<file path="src/pkg/orm_pkg.sv">
/*
  package for the output routing matrix: crosspoint states, sizes,
  reset values and the output-state carrier.
  assumes single-clock use by rtl/orm_top.sv and rtl/orm_cell.sv.
*/
package orm_pkg;

  // ----------------------------------------
  // sizes
  // ----------------------------------------
  localparam int ORM_NUM_TRIP   = 7;
  localparam int ORM_NUM_OUT    = ORM_NUM_TRIP + 2;
  localparam int ORM_NUM_IN     = 16;
  localparam int ORM_NUM_LOGIC  = 8;
  localparam int ORM_IDX_ALARM  = 7;
  localparam int ORM_IDX_SERV   = 8;

  // ----------------------------------------
  // crosspoint states, advanced cyclically
  // ----------------------------------------
  typedef enum logic [1:0] {
    ORM_XP_NONE,
    ORM_XP_CONN,
    ORM_XP_LATCH
  } orm_xp_t;

  localparam orm_xp_t ORM_XP_RESET    = ORM_XP_NONE;
  localparam logic    ORM_FORCE_RESET = 1'b0;
  localparam logic    ORM_OUT_RESET   = 1'b0;

  // ----------------------------------------
  // output carrier
  // ----------------------------------------
  typedef struct packed {
    logic [ORM_NUM_TRIP-1:0] trip;
    logic                    alarm;
    logic                    service;
  } orm_outs_t;

endpackage : orm_pkg

</file>
<file path="src/rtl/orm_cell.sv">
/*
  one crosspoint: three-state selector and the held value of a latched link.
  assumes select, release and source are synchronous to sys_clk_i.
*/
`timescale 1ns/100ps
module orm_cell (
  input  wire logic             sys_clk_i,
  input  wire logic             reset_i,
  input  wire logic             select_i,
  input  wire logic             release_i,
  input  wire logic             src_i,
  output orm_pkg::orm_xp_t      state_o,
  output logic                  contrib_o
);
  import orm_pkg::*;

  typedef struct packed {
    orm_xp_t xp;
    logic    held;
  } orm_cell_st_t;

  orm_cell_st_t st;
  orm_cell_st_t next_st;

  always_comb begin
    next_st = st;
    if (select_i) begin
      case (st.xp)
        ORM_XP_NONE:  next_st.xp = ORM_XP_CONN;
        ORM_XP_CONN:  next_st.xp = ORM_XP_LATCH;
        ORM_XP_LATCH: next_st.xp = ORM_XP_NONE;
        default:      next_st.xp = ORM_XP_NONE;
      endcase
    end
    // source set wins over a simultaneous release
    if (st.xp == ORM_XP_LATCH && src_i) begin
      next_st.held = 1'b1;
    end else if (release_i || st.xp != ORM_XP_LATCH) begin
      next_st.held = 1'b0;
    end
  end

  always_ff @(posedge sys_clk_i) begin
    if (reset_i) begin
      st <= '{xp: ORM_XP_RESET, held: 1'b0};
    end else begin
      st <= next_st;
    end
  end

  assign state_o = st.xp;
  // latched links give the held value or-ed with the live one
  assign contrib_o = (st.xp == ORM_XP_CONN) ? src_i :
                     (st.xp == ORM_XP_LATCH) ? (src_i | st.held) : 1'b0;

endmodule : orm_cell

</file>
<file path="src/rtl/orm_top.sv">
/*
  output routing matrix: sources (rows) to trip, alarm and service outputs
  (columns) with per-output latching and test forcing.
  assumes synchronous inputs on sys_clk_i; select strobes are one-cycle pulses.
*/
`timescale 1ns/100ps
module orm_top #(
  parameter int N_IN    = orm_pkg::ORM_NUM_IN,
  parameter int N_LOGIC = orm_pkg::ORM_NUM_LOGIC
) (
  input  wire logic                          sys_clk_i,
  input  wire logic                          reset_i,
  input  wire logic [N_IN-1:0]               signals_i,
  input  wire logic [N_LOGIC-1:0]            logic_outs_i,
  input  wire logic                          xp_select_i,
  input  wire logic [7:0]                    xp_row_i,
  input  wire logic [3:0]                    xp_col_i,
  input  wire logic [orm_pkg::ORM_NUM_OUT-1:0] out_latching_i,
  input  wire logic                          enter_key_i,
  input  wire logic                          tool_release_i,
  input  wire logic                          force_set_i,
  input  wire logic                          force_clear_i,
  input  wire logic                          force_write_i,
  input  wire orm_pkg::orm_outs_t            force_value_i,
  output orm_pkg::orm_outs_t                 outputs_o,
  output orm_pkg::orm_outs_t                 matrix_status_o,
  output logic                               force_en_o
);
  import orm_pkg::*;

  localparam int N_ROW = N_IN + N_LOGIC;

  // ----------------------------------------
  // elaboration checks
  // ----------------------------------------
  // a matrix with no stage rows or no logic rows would leave empty
  if (N_IN < 1) begin : g_chk_in
    $error("orm_top: N_IN must be at least 1");
  end

  if (N_LOGIC < 1) begin : g_chk_logic
    $error("orm_top: N_LOGIC must be at least 1");
  end

  // the row index port is 8 bits wide, so more rows cannot be addressed
  if (N_ROW > 256) begin : g_chk_rows
    $error("orm_top: row count must be 1..256");
  end

  // the column index port is 4 bits wide
  if (ORM_NUM_OUT > 16) begin : g_chk_cols
    $error("orm_top: column count must be 1..16");
  end

  // column order is trips first, then alarm, then service
  if (ORM_IDX_ALARM != ORM_NUM_TRIP || ORM_IDX_SERV != ORM_NUM_OUT - 1) begin : g_chk_map
    $error("orm_top: alarm and service columns must follow the trips");
  end

  // ----------------------------------------
  // state
  // ----------------------------------------
  typedef struct packed {
    logic      force_en;
    orm_outs_t forced;
    orm_outs_t out;
    orm_outs_t mstat;
  } orm_st_t;

  orm_st_t st;
  orm_st_t next_st;

  // logic outputs append to the row list with no extra setup
  logic [N_ROW-1:0]         rows;
  assign rows = {logic_outs_i, signals_i};

  logic                     release_cmd;
  assign release_cmd = enter_key_i | tool_release_i;

  logic [ORM_NUM_OUT-1:0]   col_or;
  logic [ORM_NUM_OUT-1:0]   col_hold;
  logic [ORM_NUM_OUT-1:0]   col_raw;
  orm_outs_t                col_outs;

  // ----------------------------------------
  // index decode
  // ----------------------------------------
  // one compare per row and per column instead of one per crosspoint
  logic [N_ROW-1:0]         row_hit;
  logic [ORM_NUM_OUT-1:0]   col_hit;

  for (genvar r = 0; r < N_ROW; r++) begin : g_row_dec
    assign row_hit[r] = (xp_row_i == 8'(r));
  end

  // out-of-range indices hit nothing and are ignored
  for (genvar c = 0; c < ORM_NUM_OUT; c++) begin : g_col_dec
    assign col_hit[c] = (xp_col_i == 4'(c));
  end

  // ----------------------------------------
  // crosspoint grid
  // ----------------------------------------
  for (genvar c = 0; c < ORM_NUM_OUT; c++) begin : g_col
    logic [N_ROW-1:0] contrib;
    for (genvar r = 0; r < N_ROW; r++) begin : g_row
      logic sel;
      assign sel = xp_select_i && row_hit[r] && col_hit[c];
      orm_cell u_cell (
        .sys_clk_i (sys_clk_i),
        .reset_i   (reset_i),
        .select_i  (sel),
        .release_i (release_cmd),
        .src_i     (rows[r]),
        .state_o   (),
        .contrib_o (contrib[r])
      );
    end
    assign col_or[c] = |contrib;
    // a latching output holds its column result until release
    assign col_raw[c] = col_or[c] | (out_latching_i[c] & col_hold[c]);
  end

  // hold register of latching outputs; release clears it outright because
  // col_or still carries crosspoint-held values in the release cycle. a live
  // source keeps the output up through col_or and re-arms the hold next cycle
  logic [ORM_NUM_OUT-1:0] hold_q;
  always_ff @(posedge sys_clk_i) begin
    if (reset_i) begin
      hold_q <= '0;
    end else begin
      hold_q <= out_latching_i & ~{ORM_NUM_OUT{release_cmd}} & (col_or | hold_q);
    end
  end
  assign col_hold = hold_q;

  // ----------------------------------------
  // column to output mapping
  // ----------------------------------------
  // columns 0..6 are trips, 7 alarm, 8 service; the struct holds service
  // in bit 0, so a plain cast of the column vector would reverse them
  always_comb begin
    col_outs         = '0;
    col_outs.trip    = col_raw[ORM_NUM_TRIP-1:0];
    col_outs.alarm   = col_raw[ORM_IDX_ALARM];
    col_outs.service = col_raw[ORM_IDX_SERV];
  end

  // ----------------------------------------
  // force control and output selection
  // ----------------------------------------
  always_comb begin
    next_st = st;
    if (force_set_i) begin
      next_st.force_en = 1'b1;
    end else if (force_clear_i) begin
      next_st.force_en = 1'b0;
    end
    if (st.force_en && force_write_i) begin
      next_st.forced = force_value_i;
    end
    next_st.mstat = col_outs;
    if (next_st.force_en) begin
      next_st.out = next_st.forced;
    end else begin
      next_st.out = col_outs;
    end
  end

  always_ff @(posedge sys_clk_i) begin
    if (reset_i) begin
      st.force_en <= ORM_FORCE_RESET;
      st.forced   <= '0;
      st.out      <= '0;
      st.mstat    <= '0;
    end else begin
      st <= next_st;
    end
  end

  assign outputs_o       = st.out;
  assign matrix_status_o = st.mstat;
  assign force_en_o      = st.force_en;

endmodule : orm_top

</file>
<file path="config.mk">
export PLATFORM = sky130hd
export DESIGN_NAME = orm_top
export DESIGN_NICKNAME = d
export VERILOG_FILES = /design/src/pkg/orm_pkg.sv /design/src/rtl/orm_cell.sv /design/src/rtl/orm_top.sv
export SDC_FILE = /design/constraint.sdc
export NUM_CORES = 2
export LEC_CHECK = 0
export BUFFER_PORTS_ARGS = -buffer_cell sky130_fd_sc_hd__clkbuf_2
export CAP_MARGIN = 20
export CORE_ASPECT_RATIO = 0.8
export CORE_MARGIN = 5
export CORE_UTILIZATION = 55
export CTS_BUF_LIST = sky130_fd_sc_hd__clkbuf_8
export DETAILED_ROUTE_END_ITERATION = 10
export PLACE_DENSITY_LB_ADDON = 0.08
export SYNTH_ARGS = -nofsm -noshare
export SYNTH_HDL_FRONTEND = slang
export SYNTH_HIERARCHICAL = 1
export SYNTH_SLANG_ARGS = --single-unit
</file>
<file path="constraint.sdc">
create_clock -name sys_clk_i -period 2.4 [get_ports sys_clk_i]
set_input_delay 0.48 -clock sys_clk_i [delete_from_list [all_inputs] [get_ports sys_clk_i]]
set_output_delay 0.48 -clock sys_clk_i [all_outputs]
set_load 0.005 [all_outputs]
</file>
; ---- After elaboration in Yosys (flattened, before gate mapping)
; Cells that the tools add are included.
[word_totals]
out_inout_bits = 19
in_bits = 62
register_bits = 685
wordCells = 3561
[op_classes]
bitwise = 239
eq_ne = 679
n_reduce_logical = 1116
mux = 1084
[op_table]
columns = operator, count
row1 = $mux W1, 866
row2 = $pmux W2 S2, 216
row3 = $logic_and A1 B1 Y1, 457
row4 = $eq A2 B1 Y1 const B, 216
row5 = $eq A2 B2 Y1 const B, 216
row6 = $logic_not A2 Y1, 216
row7 = $ne A2 B2 Y1 const B, 216
row8 = $reduce_bool A2 Y1, 216
row9 = $or A1 B1 Y1, 226
row10 = $logic_or A1 B1 Y1, 216
row11 = $reduce_or A24 Y1, 9
row12 = $eq A8 B4 Y1 const B, 8
row13 = $eq A8 B5 Y1 const B, 8
row14 = $eq A8 B3 Y1 const B, 4
row15 = $and A9 B9 Y9, 2
row16 = $mux W9, 2
row17 = $eq A4 B3 Y1 const B, 4
row18 = $eq A8 B2 Y1 const B, 2
row19 = $and A1 B1 Y1, 9
row20 = $not A9 Y9, 1
row21 = $or A9 B9 Y9, 1
row22 = $eq A4 B2 Y1 const B, 2
row23 = $eq A8 B1 Y1 const B, 1
row24 = $logic_not A8 Y1, 1
row25 = other kinds (3), 3

; ---- Depth between registers and ports, before layout
[logic_depth]
word_depth = 6
ltp_mapped = 7

; ---- Hierarchy
; The synthesis kept the hierarchy.
[by_module_without_submodules]
columns = mod, area_each_um2, cells_each, seq_area_each_um2, n_inst
row1 = orm_cell, 158.9, 18, 60.1, 216
row2 = orm_top, 3118.0, 493, 740.7, 1

; ---- Worst setup path before layout
; Ideal clock, no wire load.
[synth_path]
path_kind = input to register
startpoint = in enter_key_i
endpoint = reg hold_q[0], in the netlist col_hold[0]
t_required_ns = 2.278
path_slack_ns = 0.061
setup_time_ns = 0.122
t_arrival_ns = 2.217
path_stages = 3
path_cell_list = or2_2 > nor2_1 > o311a_1
[synth_via]
elab_chain_len = 4
[synth_lines]
columns = element, line_no
row1 = "start, declared", orm_top.sv:19  ; input wire logic enter_key_i,
row2 = $or A1 B1 Y1, orm_top.sv:78  ; assign release_cmd = enter_key_i | tool_release_i;
row3 = $not A9 Y9, orm_top.sv:132  ; hold_q <= out_latching_i & ~{ORM_NUM_OUT{release_cmd}} & (col_or | hold_q);
row4 = $and A9 B9 Y9 (2 in series), orm_top.sv:132
row5 = "end signal, assigned", orm_top.sv:132
row6 = "end, declared", orm_top.sv:127  ; logic [ORM_NUM_OUT-1:0] hold_q;
; No other way between the ends.
; A chain may end at the register's enable or synchronous reset.

; ---- Final worst setup path
[layout_path]
startpoint = reg g_col[8].g_row[12].u_cell.st (netlist bit g_col[8].g_row[12].u_cell/state_o[0])
endpoint = reg st (netlist bit outputs_o[0])
[layout_via]
elab_chain_len = 6
word_cells_on_any_way = 7
[layout_lines]
columns = element, line_no
row1 = "start, declared", orm_cell.sv:22  ; orm_cell_st_t st;
row2 = "start signal, assigned", orm_cell.sv:45  ; st <= '{xp: ORM_XP_RESET, held: 1'b0};
row3 = "start signal, assigned", orm_cell.sv:47  ; st <= next_st;
row4 = $eq A2 B2 Y1, orm_cell.sv:54  ; (st.xp == ORM_XP_LATCH) ? (src_i | st.held) : 1'b0;
row5 = $mux W1, orm_cell.sv:54
row6 = $mux W1 (*), orm_cell.sv:53  ; assign contrib_o = (st.xp == ORM_XP_CONN) ? src_i :
row7 = via g_col[8].contrib[12], orm_top.sv:105  ; logic [N_ROW-1:0] contrib;
row8 = $reduce_or A24 Y1 (*), orm_top.sv:119  ; assign col_or[c] = |contrib;
row9 = $or A1 B1 Y1 (*), orm_top.sv:121  ; assign col_raw[c] = col_or[c] | (out_latching_i[c] & col_hold[c]);
row10 = $mux W9 (*), orm_top.sv:163  ; if (next_st.force_en) begin
row11 = "end signal, assigned", orm_top.sv:177  ; st <= next_st;
row12 = "end, declared", orm_top.sv:70  ; orm_st_t st;
; Mark *: on every way through the listed nets, which the timed path passes. The rest lies on a longest branch.

==> results_dict.tcl <==
set metrics [dict create \
    drc 0 \
    grt_overflow 0 \
    min_period_ns 2.23 \
    drt_pre_antenna_iters 5 \
    fin_crit_sh_pct 92.9 \
    switching_share_pct 23.9 \
    start_kind "flip-flop" \
    critPathSlowestCell "a2111oi_0" \
    hp-class "in -> reg" \
    initial_core_util_pct 55.8 \
    crit_chain "or2b_1 > o22ai_1 > nor4_1 > buf_4 > nand4_1 > buf_4 > a2111oi_0 > buf_4 > a211oi_1" \
    max_slew_margin_pct 61.9 \
    vias 29300 \
    final_cell_mix "685 x dfxtp_1, 454 x nor2_1, 434 x nand2b_1" \
    r2r_setup_slack_ns 0.17 \
    p_int_uw 17500 \
    power.switching_uw 5510 \
    antenna_found_initial 0 \
    grt_pass1_vias 27100 \
    cts_tree "built" \
    avgSynthCellArea_um2 8.66 \
    path_clk_slew_ns 0.06 \
    path_common_cell "buf_4" \
    rows 81 \
    synth_cells 3949 \
    clkPwrFrac_pct 45.4 \
    cts_sinks 685 \
    grt_pass1_wl_um 139000 \
    yosys_warnings 6 \
    fp.dieW_um 289 \
    cpLargestDelayFamily "compound AO/OA/AOI/OAI gates" \
    setup_viol 0 \
    coreArea_um2 61300 \
    fin_nets 4541 \
    critical_path_class "reg -> reg" \
    fin_ws_ns 0.171 \
    drtIter0Drc 1917 \
    grt_max_degree 79 \
    port_buffers 80 \
    syn_to_final_growth_pct 20.3 \
    outcome "completed" \
    gp_congestion 0.794 \
    vdd_ir_drop_max_v 0.000450 \
    die-area_um2 67300 \
    antenna_cells 0 \
    worstPathMaxFanout 5 \
    comb_power_share_pct 5.1 \
    required_ns 3.00 \
    r2r_start "g_col[8].g_row[12].u_cell/state_o[0]$_SDFFE_PP0P_" \
    worst_pin_slew_ns 0.572 \
    cts_buffers 111 \
    dpl_cell_area_um2 38600 \
    drt_wl_total_um 85100 \
    syn-cell-area_um2 34200 \
    critPathCapture "outputs_o[0]$_SDFF_PP0_" \
    globalRouteTotalUtil_pct 25.0 \
    insertion_delay_ns 0.73 \
    place_ws_ns -0.281 \
    final.fill_count 5078 \
    cp.arrival_ns 2.83 \
    cts-htree-levels 3 \
    rsz0062_at_grt "no" \
    seq_power_share_pct 49.5 \
    p_per_area_nw_per_um2 560 \
    final_max_slew_viol_count 0 \
    clockRootBuffer "clkbuf_8" \
    maxCapViolCount 0 \
    cts_buffer_depth 3 \
    cp_num_buf_inv 3 \
    power.leakage_uw 0.0143 \
    via_per_inst 5.43 \
    critPathMaxStageDelay_ns 0.47 \
    detail-route-antenna-nets 0 \
    synthesis.nets 4011 \
    io_pins 81 \
    critical_path_cell_count 9 \
    skew_ns 0.0395 \
    wl_per_cell_um 15.8 \
    startpoint "g_col[8].g_row[12].u_cell/state_o[0]$_SDFFE_PP0P_" \
    max_freq_ghz 0.449 \
    final_common_cell "dfxtp_1" \
    post-dp-hpwl_um 55500 \
    r2r-end "outputs_o[0]$_SDFF_PP0_" \
    worstRegToRegCells 9 \
    hold_viol_final 0 \
    final_area_um2 41100 \
    postCtsSetupBuffers 0 \
    layout-drive-gt1-share_pct 18.9 \
    die_h_um 233 \
    cp-end-kind "flip-flop" \
]
==> layout make-up <==
type                       count  area, µm²  share of cell area, %
timing repair buffer         462       3790                   9.21
clock inverter                50        236                  0.575
tap                          830       1040                   2.52
sequential                   685      13700                   33.3
inverter                     219        822                   2.00
multi-input combinational   3000      19400                   47.2
clock buffer                 153       2110                   5.12
==> worst register-to-register path, cell delays in order, from the launching register on <==
cell	delay (ns)
dfxtp_1	0.39
or2b_1	0.16
o22ai_1	0.09
nor4_1	0.33
buf_4	0.19
nand4_1	0.09
buf_4	0.17
a2111oi_0	0.47
buf_4	0.19
a211oi_1	0.04
==> repair_timing <==
item,4_1_cts,5_1_grt
endpoints found under the setup margin,0,1
endpoints found under the hold margin,20,0
gates resized for setup,0,3
hold buffers,15,0
==> state kept, by name (all words and copies together) (netlist names) <==
signal,flops
g_col.g_row.u_cell/st,216
matrix_status_o,9
outputs_o,9
col_hold,9
st,9
g_col.g_row.u_cell/state_o,432
force_en_o,1
==> routing by layer <==
layer	vias to the layer above	track usage [%]	wire length [µm]
met5	-	0	0
met4	0	7.56	2300
met3	154	4.40	4420
met2	493	38.4	36900
met1	13800	36.1	41500
li1	14900	-	-
==> metrics by stage <==
| stage | cells | utilization [%] | setup TNS [ns] | power (µW) | hold slack (ns) |
|---|---|---|---|---|---|
| 5_1_grt | 5399 | 67.1 | 0 | 23900 | 0.0211 |
| 4_1_cts | 5399 | 67.1 | 0 | 23300 | 0.00458 |
| 3_5_place_dp | 5181 | 63.0 | -27.84 | 12800 | 0.479 |
| 2_1_floorplan | 3949 | - | 0 | 12000 | 0.461 |
| 3_3_place_gp | 5181 | 63.0 | -21.67 | 12800 | 0.475 |
| 6_report | 5399 | 67.1 | 0 | 23000 | 0.0519 |
==> power groups by stage <==
stage               Combinational (µW)  Clock [µW]  Sequential (µW)
global placement                  1150           0            11600
global route                      1280       11200            11400
floorplan                          387           0            11600
detailed placement                1160           0            11600
finish                            1180       10500            11400
CTS                               1180       10700            11400
==> worst min-delay path by stage <==
stage / startpoint / endpoint / slack (ns) / depth (start not counted)
after global routing: out_latching_i[6] / col_hold[6]$_SDFF_PP0_ / 0.02 / 2
after CTS: force_value_i[1] / st[19]$_SDFF_PP0_ / 0.005 / 3
final: force_value_i[1] / st[19]$_SDFF_PP0_ / 0.05 / 3
after detailed placement: g_col[5].g_row[19].u_cell/st[0]$_SDFFE_PP0P_ / g_col[5].g_row[19].u_cell/st[0]$_SDFFE_PP0P_ / 0.48 / 2
after floorplan: st[18]$_SDFF_PP0_ / st[18]$_SDFF_PP0_ / 0.46 / 2
after global placement: st[19]$_SDFF_PP0_ / st[19]$_SDFF_PP0_ / 0.48 / 2
Power figures use the tool's default switching activity.
